--- config.mk ---
export PLATFORM = sky130hd
export DESIGN_NAME = pmle_ctrl
export DESIGN_NICKNAME = d
export VERILOG_FILES = /design/src/core/pmle_pkg.sv /design/src/core/pmle_ctrl.sv
export SDC_FILE = /design/constraint.sdc
export NUM_CORES = 1
export LEC_CHECK = 0
export BUFFER_PORTS_ARGS = -buffer_cell sky130_fd_sc_hd__buf_2
export CAP_MARGIN = 15
export CORE_ASPECT_RATIO = 0.8
export CORE_MARGIN = 5
export CORE_UTILIZATION = 59
export CTS_CLUSTER_SIZE = 10
export DETAILED_ROUTE_END_ITERATION = 7
export GPL_ROUTABILITY_DRIVEN = 0
export HOLD_SLACK_MARGIN = 0.1
export PLACE_DENSITY = 0.78
export SYNTH_ARGS = -nofsm -noshare
export SYNTH_HDL_FRONTEND = slang
export SYNTH_SLANG_ARGS = --single-unit
--- constraint.sdc ---
create_clock -name clock -period 2.3 [get_ports clock]
set_input_delay 0.46 -clock clock [delete_from_list [all_inputs] [get_ports clock]]
set_output_delay 0.46 -clock clock [all_outputs]
set_load 0.02 [all_outputs]
--- src/core/pmle_pkg.sv ---
package pmle_pkg;
  // machine cycle is twelve oscillator periods; strobe rate is one sixth
  localparam int MACHINE_CYCLE_CLKS  = 12;
  localparam int RESET_HOLD_MCYC     = 2;
  localparam int RESET_HOLD_CLKS     = MACHINE_CYCLE_CLKS * RESET_HOLD_MCYC;
  localparam int IDLE_RESUME_MCYC    = 2;
  localparam int IDLE_RESUME_CLKS    = MACHINE_CYCLE_CLKS * IDLE_RESUME_MCYC;
  localparam int KEY_BYTES           = 32;
  localparam int KEY_IDX_W           = 5;

  // wishbone register byte addresses
  localparam logic [7:0] ADDR_CTRL   = 8'h00;
  localparam logic [7:0] ADDR_STATUS = 8'h04;
  localparam logic [7:0] ADDR_LOCK   = 8'h08;
  localparam logic [7:0] ADDR_KEYIDX = 8'h0C;
  localparam logic [7:0] ADDR_KEYDAT = 8'h10;
  localparam logic [7:0] ADDR_VERIFY = 8'h14;

  // control register fields
  localparam int CTRL_IDLE_BIT = 0;
  localparam int CTRL_PD_BIT   = 1;
  // lock register fields, a 1 means the bit is programmed
  localparam int LOCK_B1_BIT   = 0;
  localparam int LOCK_B2_BIT   = 1;
  localparam logic [1:0] LOCK_RESET = 2'h0;
  localparam logic [7:0] KEY_RESET  = 8'hFF;

  typedef enum logic [3:0] {
    PMLE_RUN     = 4'h1,
    PMLE_IDLE    = 4'h2,
    PMLE_PDOWN   = 4'h4,
    PMLE_EMULATE = 4'h8
  } pmle_state_t;
endpackage

--- src/core/pmle_ctrl.sv ---
module pmle_ctrl
  import pmle_pkg::*;
(
  input  wire logic       clock,
  input  wire logic       resetn,
  // wishbone classic slave
  input  wire logic       wb_cyc_i,
  input  wire logic       wb_stb_i,
  input  wire logic       wb_we_i,
  input  wire logic [7:0] wb_adr_i,
  input  wire logic [3:0] wb_sel_i,
  input  wire logic [31:0] wb_dat_i,
  output logic [31:0]     wb_dat_o,
  output logic            wb_ack_o,
  // cpu side
  input  wire logic       instr_end,
  input  wire logic       irq_pending,
  input  wire logic       ram_we_req,
  input  wire logic       verify_active,
  input  wire logic [7:0] code_byte,
  // pins
  input  wire logic       reset_pin,
  input  wire logic       external_access_select,
  input  wire logic       ale_pin_in,
  input  wire logic       program_fetch_strobe_in,
  // outputs
  output logic            cpu_halt,
  output logic            periph_clk_en,
  output logic            osc_enable,
  output logic            ram_we,
  output logic            periph_reset,
  output logic            core_reset,
  output logic            ale_out,
  output logic            ale_oe,
  output logic            program_fetch_strobe,
  output logic            program_fetch_strobe_oe,
  output logic            port0_oe,
  output logic            weak_pullup,
  output logic            ea_latched,
  output logic            ext_no_internal,
  output logic            program_disable,
  output logic            verify_disable,
  output logic [7:0]      verify_data
);
  import pmle_pkg::*;

  localparam int RCNT_W = $clog2(RESET_HOLD_CLKS + 1);
  localparam int WCNT_W = $clog2(IDLE_RESUME_CLKS + 1);

  logic [1:0]  rst_sync;
  logic [1:0]  ea_sync;
  logic [1:0]  ale_sync;
  logic [1:0]  program_fetch_strobe_sync;
  logic [RCNT_W-1:0] rst_cnt;
  logic        hw_reset;
  logic        hw_reset_q;
  logic        emu_armed;
  pmle_state_t state;
  logic [WCNT_W-1:0] resume_cnt;
  logic        resume_win;
  logic        req_idle;
  logic        req_pd;
  logic [1:0]  lock_bits;
  logic [7:0]  key_mem [KEY_BYTES];
  logic [KEY_IDX_W-1:0] key_wr_idx;
  logic [KEY_IDX_W-1:0] key_rd_idx;
  logic        wb_hit;
  logic        wb_wr;
  logic        verify_q;

  // external pins pass two flops before use
  always_ff @(posedge clock or negedge resetn) begin
    if (!resetn) begin
      rst_sync  <= 2'h0;
      ea_sync   <= 2'h0;
      ale_sync  <= 2'h3;
      program_fetch_strobe_sync <= 2'h3;
    end else begin
      rst_sync  <= {rst_sync[0], reset_pin};
      ea_sync   <= {ea_sync[0], external_access_select};
      ale_sync  <= {ale_sync[0], ale_pin_in};
      program_fetch_strobe_sync <= {program_fetch_strobe_sync[0], program_fetch_strobe_in};
    end
  end

  // reset recognised after two machine cycles high; clock only runs with oscillator
  always_ff @(posedge clock or negedge resetn) begin
    if (!resetn) begin
      rst_cnt  <= '0;
      hw_reset <= 1'b0;
    end else if (!rst_sync[1]) begin
      rst_cnt  <= '0;
      hw_reset <= 1'b0;
    end else if (rst_cnt != RCNT_W'(RESET_HOLD_CLKS)) begin
      rst_cnt  <= rst_cnt + RCNT_W'(1);
    end else begin
      hw_reset <= 1'b1;
    end
  end

  always_ff @(posedge clock or negedge resetn) begin
    if (!resetn) begin
      hw_reset_q <= 1'b0;
    end else begin
      hw_reset_q <= hw_reset;
    end
  end

  // emulation entry: strobe low with fetch strobe high while reset held
  always_ff @(posedge clock or negedge resetn) begin
    if (!resetn) begin
      emu_armed <= 1'b0;
    end else if (hw_reset) begin
      emu_armed <= !ale_sync[1] && program_fetch_strobe_sync[1];
    end else begin
      emu_armed <= 1'b0;
    end
  end

  // software requests latched from the bus, acted on at instruction end
  always_ff @(posedge clock or negedge resetn) begin
    if (!resetn) begin
      req_idle <= 1'b0;
      req_pd   <= 1'b0;
    end else if (hw_reset) begin
      req_idle <= 1'b0;
      req_pd   <= 1'b0;
    end else if (wb_wr && wb_adr_i == ADDR_CTRL && wb_sel_i[0]) begin
      req_idle <= wb_dat_i[CTRL_IDLE_BIT];
      req_pd   <= wb_dat_i[CTRL_PD_BIT];
    end else if (instr_end && state == PMLE_RUN && (req_idle || req_pd)) begin
      req_idle <= 1'b0;
      req_pd   <= 1'b0;
    end
  end

  // mode state machine
  always_ff @(posedge clock or negedge resetn) begin
    if (!resetn) begin
      state <= PMLE_RUN;
    end else begin
      case (state)
        PMLE_RUN: begin
          if (hw_reset_q && !hw_reset && emu_armed) begin
            state <= PMLE_EMULATE;
          end else if (instr_end && req_pd) begin
            state <= PMLE_PDOWN;
          end else if (instr_end && req_idle) begin
            state <= PMLE_IDLE;
          end
        end
        PMLE_IDLE: begin
          // the pin wakes the cpu at board_emulation_mode; recognition only follows two machine cycles later
          if (hw_reset || irq_pending || rst_sync[1]) begin
            state <= PMLE_RUN;
          end
        end
        PMLE_PDOWN: begin
          if (hw_reset) begin
            state <= PMLE_RUN;
          end
        end
        PMLE_EMULATE: begin
          if (hw_reset_q && !hw_reset && !emu_armed) begin
            state <= PMLE_RUN;
          end
        end
        default: state <= PMLE_RUN;
      endcase
    end
  end

  // resume window: idle left by reset before the reset sequence takes over
  always_ff @(posedge clock or negedge resetn) begin
    if (!resetn) begin
      resume_cnt <= '0;
      resume_win <= 1'b0;
    end else if (state == PMLE_IDLE && rst_sync[1] && !hw_reset) begin
      resume_win <= 1'b1;
      resume_cnt <= WCNT_W'(IDLE_RESUME_CLKS);
    end else if (resume_win && resume_cnt != '0 && !hw_reset) begin
      resume_cnt <= resume_cnt - WCNT_W'(1);
    end else begin
      resume_win <= 1'b0;
    end
  end

  // lock bits and key array, writes refused board_emulation_mode lock bit 1 is programmed
  always_ff @(posedge clock or negedge resetn) begin
    if (!resetn) begin
      lock_bits  <= LOCK_RESET;
      key_wr_idx <= '0;
    end else if (wb_wr && wb_sel_i[0] && !lock_bits[LOCK_B1_BIT]) begin
      if (wb_adr_i == ADDR_LOCK) begin
        lock_bits <= lock_bits | wb_dat_i[1:0]; // programming only sets bits
      end else if (wb_adr_i == ADDR_KEYIDX) begin
        key_wr_idx <= wb_dat_i[KEY_IDX_W-1:0];
      end else if (wb_adr_i == ADDR_KEYDAT) begin
        key_wr_idx <= key_wr_idx + KEY_IDX_W'(1);
      end
    end
  end

  always_ff @(posedge clock) begin
    if (wb_wr && wb_sel_i[0] && !lock_bits[LOCK_B1_BIT]
        && wb_adr_i == ADDR_KEYDAT) begin
      key_mem[key_wr_idx] <= wb_dat_i[7:0];
    end
  end

  // access latch: no async value; it holds its power-up value until a pin reset with lock bit 1 programmed loads it
  always_ff @(posedge clock) begin
    if (hw_reset && lock_bits[LOCK_B1_BIT]) begin
      ea_latched <= ea_sync[1];
    end
  end

  // verify: xnor each byte with the next key (all ones when both lock bits are set), index restarts per verify run
  always_ff @(posedge clock or negedge resetn) begin
    if (!resetn) begin
      key_rd_idx  <= '0;
      verify_q    <= 1'b0;
      verify_data <= 8'hFF;
    end else begin
      verify_q <= verify_active;
      if (!verify_active) begin
        key_rd_idx <= '0;
      end else begin
        verify_data <= (lock_bits == 2'h3) ? 8'hFF
                       : ~(code_byte ^ key_mem[key_rd_idx]);
        key_rd_idx  <= key_rd_idx + KEY_IDX_W'(1);
      end
    end
  end

  // lock decode; reserved code 2 alone adds nothing
  always_ff @(posedge clock or negedge resetn) begin
    if (!resetn) begin
      ext_no_internal <= 1'b0;
      program_disable <= 1'b0;
      verify_disable  <= 1'b0;
    end else begin
      ext_no_internal <= lock_bits[LOCK_B1_BIT];
      program_disable <= lock_bits[LOCK_B1_BIT];
      verify_disable  <= lock_bits[LOCK_B1_BIT] & lock_bits[LOCK_B2_BIT];
    end
  end

  // mode-driven pin states and core controls
  always_ff @(posedge clock or negedge resetn) begin
    if (!resetn) begin
      cpu_halt                <= 1'b0;
      periph_clk_en           <= 1'b1;
      osc_enable              <= 1'b1;
      ram_we                  <= 1'b0;
      periph_reset            <= 1'b1;
      core_reset              <= 1'b1;
      ale_out                 <= 1'b1;
      ale_oe                  <= 1'b1;
      program_fetch_strobe    <= 1'b1;
      program_fetch_strobe_oe <= 1'b1;
      port0_oe                <= 1'b1;
      weak_pullup             <= 1'b0;
    end else begin
      cpu_halt      <= (state == PMLE_IDLE) || (state == PMLE_PDOWN);
      periph_clk_en <= (state != PMLE_PDOWN);
      osc_enable    <= (state != PMLE_PDOWN);
      // ram writes blocked while halted and in the post-idle reset window
      ram_we        <= ram_we_req && !resume_win && !hw_reset
                       && state == PMLE_RUN;
      periph_reset  <= hw_reset;
      core_reset    <= hw_reset;
      weak_pullup   <= (state == PMLE_EMULATE);
      ale_oe        <= (state != PMLE_EMULATE);
      program_fetch_strobe_oe <= (state != PMLE_EMULATE);
      case (state)
        PMLE_IDLE: begin
          ale_out              <= 1'b1;
          program_fetch_strobe <= 1'b1;
          port0_oe             <= ea_sync[1];
        end
        PMLE_PDOWN: begin
          ale_out              <= 1'b0;
          program_fetch_strobe <= 1'b0;
          port0_oe             <= ea_sync[1];
        end
        PMLE_EMULATE: begin
          ale_out              <= 1'b1;
          program_fetch_strobe <= 1'b1;
          port0_oe             <= 1'b0;
        end
        default: begin
          ale_out              <= 1'b1;
          program_fetch_strobe <= 1'b1;
          port0_oe             <= 1'b1;
        end
      endcase
    end
  end

  // wishbone slave: one wait state, unmapped reads return zero
  assign wb_hit = wb_cyc_i && wb_stb_i && !wb_ack_o;
  // writes land on the edge that sees ack high, while the master still holds its data
  assign wb_wr  = wb_cyc_i && wb_stb_i && wb_we_i && wb_ack_o;

  always_ff @(posedge clock or negedge resetn) begin
    if (!resetn) begin
      wb_ack_o <= 1'b0;
      wb_dat_o <= 32'h0;
    end else begin
      wb_ack_o <= wb_hit;
      case (wb_adr_i)
        ADDR_CTRL:   wb_dat_o <= {30'h0, req_pd, req_idle};
        ADDR_STATUS: wb_dat_o <= {26'h0, ea_latched, resume_win, state};
        ADDR_LOCK:   wb_dat_o <= {30'h0, lock_bits};
        ADDR_KEYIDX: wb_dat_o <= {27'h0, key_wr_idx};
        ADDR_VERIFY: wb_dat_o <= {24'h0, verify_data};
        default:     wb_dat_o <= 32'h0;
      endcase
    end
  end

  // checks
  chk_pd_strobes_low: assert property (@(posedge clock) disable iff (!resetn)
    $past(state) == PMLE_PDOWN && state == PMLE_PDOWN |-> !ale_out && !program_fetch_strobe)
    else $error("strobes not low in power-down");
  chk_idle_strobes_hi: assert property (@(posedge clock) disable iff (!resetn)
    state == PMLE_IDLE |=> ale_out && program_fetch_strobe)
    else $error("strobes not high in idle");
  chk_pd_exit_reset: assert property (@(posedge clock) disable iff (!resetn)
    state == PMLE_PDOWN && !hw_reset |=> state == PMLE_PDOWN)
    else $error("power-down left without reset");
  chk_idle_irq_exit: assert property (@(posedge clock) disable iff (!resetn)
    state == PMLE_IDLE && irq_pending |=> state == PMLE_RUN)
    else $error("idle not left on interrupt");
  chk_pd_priority: assert property (@(posedge clock) disable iff (!resetn)
    state == PMLE_RUN && instr_end && req_pd && !(hw_reset_q && !hw_reset)
    |=> state == PMLE_PDOWN)
    else $error("power-down request not honoured");
  chk_ram_block_win: assert property (@(posedge clock) disable iff (!resetn)
    resume_win |=> !ram_we)
    else $error("ram write in resume window");
  chk_osc_stop_pd: assert property (@(posedge clock) disable iff (!resetn)
    state == PMLE_PDOWN |=> !osc_enable && cpu_halt)
    else $error("oscillator running in power-down");
  chk_verify_off: assert property (@(posedge clock) disable iff (!resetn)
    verify_active && lock_bits == 2'h3 |=> verify_data == 8'hFF)
    else $error("verify data leaked with both locks");
  chk_emu_port0: assert property (@(posedge clock) disable iff (!resetn)
    state == PMLE_EMULATE |=> !port0_oe && weak_pullup && osc_enable)
    else $error("emulation pin states wrong");
  chk_reset_hold: assert property (@(posedge clock) disable iff (!resetn)
    $rose(hw_reset) |-> $past(rst_sync[1], 24))
    else $error("reset recognised too early");
endmodule

==> impl_metrics.yaml <==
worst_setup_path:
  required_ns: 2.72
  arrival_ns: 2.62
  crit_path_max_fanout: 6
  critical_path.startpoint_type: "flip-flop"
  regToRegSetupSlack_ns: 0.1
  worst_r2r_path_depth: 5
  end_kind: "flip-flop"
  crit_type: "flip-flop to flip-flop"
sta:
  setup_viol: 0
  tns_ns: 0
  worstMarginPinSlew_ns: 0.754
  max_freq_ghz: 0.454
  max_slew_margin_pct: 49.8
  slew_violations: 0
  rsz0062_at_grt: "no"
  period_needed_ns: 2.20
  clock_skew_ns: 0.0127
  timing.final.crit_share_pct: 95.9
  finalHoldViolations: 0
logic_synthesis:
  synth_ff_type: "edfxtp_1"
  yosysTopAreaCell: "edfxtp_1"
  synth_edf_count: 257
  ys_ff_latch: 323
  synthCells: 879
  async_flop_share_pct: 20.4
  synth_xor_area_share_pct: 0.586
  syn_area_sq_mm: 0.0135
  synth_top_cells_by_area: "edfxtp_1 (57%), dfrtp_1 (9.1%), mux2i_1 (8.7%)"
  synthAdderAreaFrac_pct: 0.744
  yosysWarnings: 0
  synth_compound_area_share_pct: 6.15
  synthSimpleGateAreaFrac_pct: 8.62
  avgSynthCellArea_sq_um: 15.3
  seq_area_frac_synth_pct: 69.8
  ys_types: 57
  synth_top_area_share_pct: 57.3
  synthMuxAreaShare_pct: 10.6
  synth_top_family_by_area: "multiplexers"
route:
  drtPass1Iterations: 5
  drc_errors: 0
  vias: 7804
  vias_per_cell: 5.94
  post_drt_wl_per_cell_um: 22.2
  wl_mm: 29.2
  ant_nets: 0
  drt_iter0_drc: 765
layout:
  fin_area_sq_mm: 0.0156
  seq_area_sq_mm: 0.00940
  nets: 1051
  instances_no_fill: 1314
  nFillCells: 1482
  diodes: 0
  drive_above_1_share_pct: 23.2
  multi_input_area_sq_mm: 0.00398
  syn2layout_area_growth_pct: 16.1
worst_hold_path:
  hold_class: "primary input to flip-flop"
  min_path_cells: 3
cts:
  path_clk_slew_ns: 0.06
  cts_htree_levels: 2
  numCtsBuffers: 38
  cts_buffer_depth: 3
  clk_latency_ns: 0.50
  cts_tree: "built"
  cts_root_buffer: "clkbuf_16"
  clock_sinks: 323
floorplanning:
  die_h_um: 145
  dieWidth_um: 179
  fp.coreArea_sq_mm: 0.0224
  initial_core_util_pct: 60.0
  dieArea_sq_mm: 0.0260
  rows: 49
  pin_count: 122
placed_design:
  place_area_sq_mm: 0.0144
  dp_cells: 1238
  hpwl_mm: 19.2
  io_buffers: 70
grt:
  grt_pass1_wl_mm: 44.5
  grt_pass1_vias: 7654
  grt_max_degree: 36
  antenna_found_initial: 1
  grt-ovfl-total: 0
  grt_usage_pct: 22.6
pwr:
  powerDensity_mw_per_mm2: 807
  peakVddDrop_mv: 0.756
  p_leak_nw: 5.45
job:
  maxCapViolCount: 0
outcome:
  outcome: "finished clean"
-- area by class of cell --
class | instances | area share, %
clock buffer | 69 | 7.24
clock inverter | 1 | 0.0320
inverter | 14 | 0.336
multi-input combinational | 496 | 25.5
sequential | 323 | 60.1
tap | 306 | 2.45
timing repair buffer | 105 | 4.31
-- critical path, stage by stage (launching register included) --
cell and delay (ns):
dfrtp_4 0.52, mux4_2 0.58, mux4_2 0.56, nand4_1 0.12, o221ai_1 0.12, nor3b_1 0.21
-- cells in the mapped netlist (all sizes together), types with 3 or more instances --
library cell and n:
nor3b 20, mux2i 117, nand4 9, buf 51, o21ai 21, and2 10, a31oi 8, edfxtp 257
nand2b 7, o221ai 3, dfrtp 49, and3b 3, mux4 8, a2111o 7, or3b 3, nor2 65
clkbuf 18, or2 3, a21oi 11, nor3 4, a22o 3, nor4b 5, and3 7, nand3b 5
a22oi 28, xnor2 7, a41o 7, a21o 3, dfstp 17, o22ai 17, inv 13, nor2b 7
nand3 14, mux2 7, nand2 26, ha 8, nand4b 3, or3 8
-- layer usage --
layer	global-route usage, %	routed length, um
met2	35.0	14000
met4	6.21	732
met1	33.4	12300
met5	0	14
met3	4.34	2110
-- worst paths after layout --
check | startpoint | end
min in group asynchronous | resetn | rst_cnt[2]
max in group asynchronous | resetn | verify_data[0]
max | key_rd_idx[0] | verify_data[0]
max reg2reg | key_rd_idx[0] | verify_data[0]
min | wb_stb_i | wb_ack_o
min reg2reg | program_fetch_strobe_sync[0] | program_fetch_strobe_sync[1]
-- per-stage QoR --
| stage | util (%) | worst slack, ns | total power, W | hold slack (ns) |
|---|---|---|---|---|
| CTS | 69.5 | 0.0119 | 0.0127 | 0.165 |
| floorplan | - | 0.0408 | 0.00700 | 0.164 |
| global placement | 64.2 | -0.180 | 0.00727 | 0.331 |
| finish | 69.6 | 0.0952 | 0.0126 | 0.182 |
| detailed placement | 64.2 | -0.231 | 0.00728 | 0.338 |
| global route | 69.6 | 0.0126 | 0.0131 | 0.183 |
-- kinds of logic after synthesis --
logic type	after synthesis
flops	323
simple gates	206
mux	132
compound gates	117
buf+inv	83
xor+xnor	9
fa+ha+maj	8
other cells	1
-- sequential cells by signal, summed over array words and instances, names as in the netlist, 4 cells and up --
register / count
verify_data: 8
key_rd_idx: 5
key_mem: 256
resume_cnt: 5
rst_cnt: 5
wb_dat_o: 8
state: 4
key_wr_idx: 5
-- layout by cell type, fill, tap and decap left out, drive strengths merged, types with 9 or more instances in the layout --
cell    synthesis  layout
a21oi          11      11
a22oi          28      28
and2           10      10
buf            51     100
clkbuf         18      69
conb            1      24
dfrtp          49      49
dfstp          17      17
edfxtp        257     257
inv            13      13
mux2i         117     117
nand2          26      26
nand3          14      14
nand4           9       9
nor2           65      65
nor3b          20      20
o21ai          21      21
o22ai          17      17
-- power breakdown --
group,total (W),switching [W],internal (W)
clock network,0.00542,0.00212,0.00330
registers,0.00644,0.0000553,0.00638
logic,0.000752,0.000476,0.000276
-- repair_timing --
action	in CTS	in global routing
hold buffers	5	0
endpoints found under the hold margin	26	0
resized for setup	0	5
endpoints found under the setup margin	0	7
buffers inserted	0	1
Power figures use the tool's default switching activity.
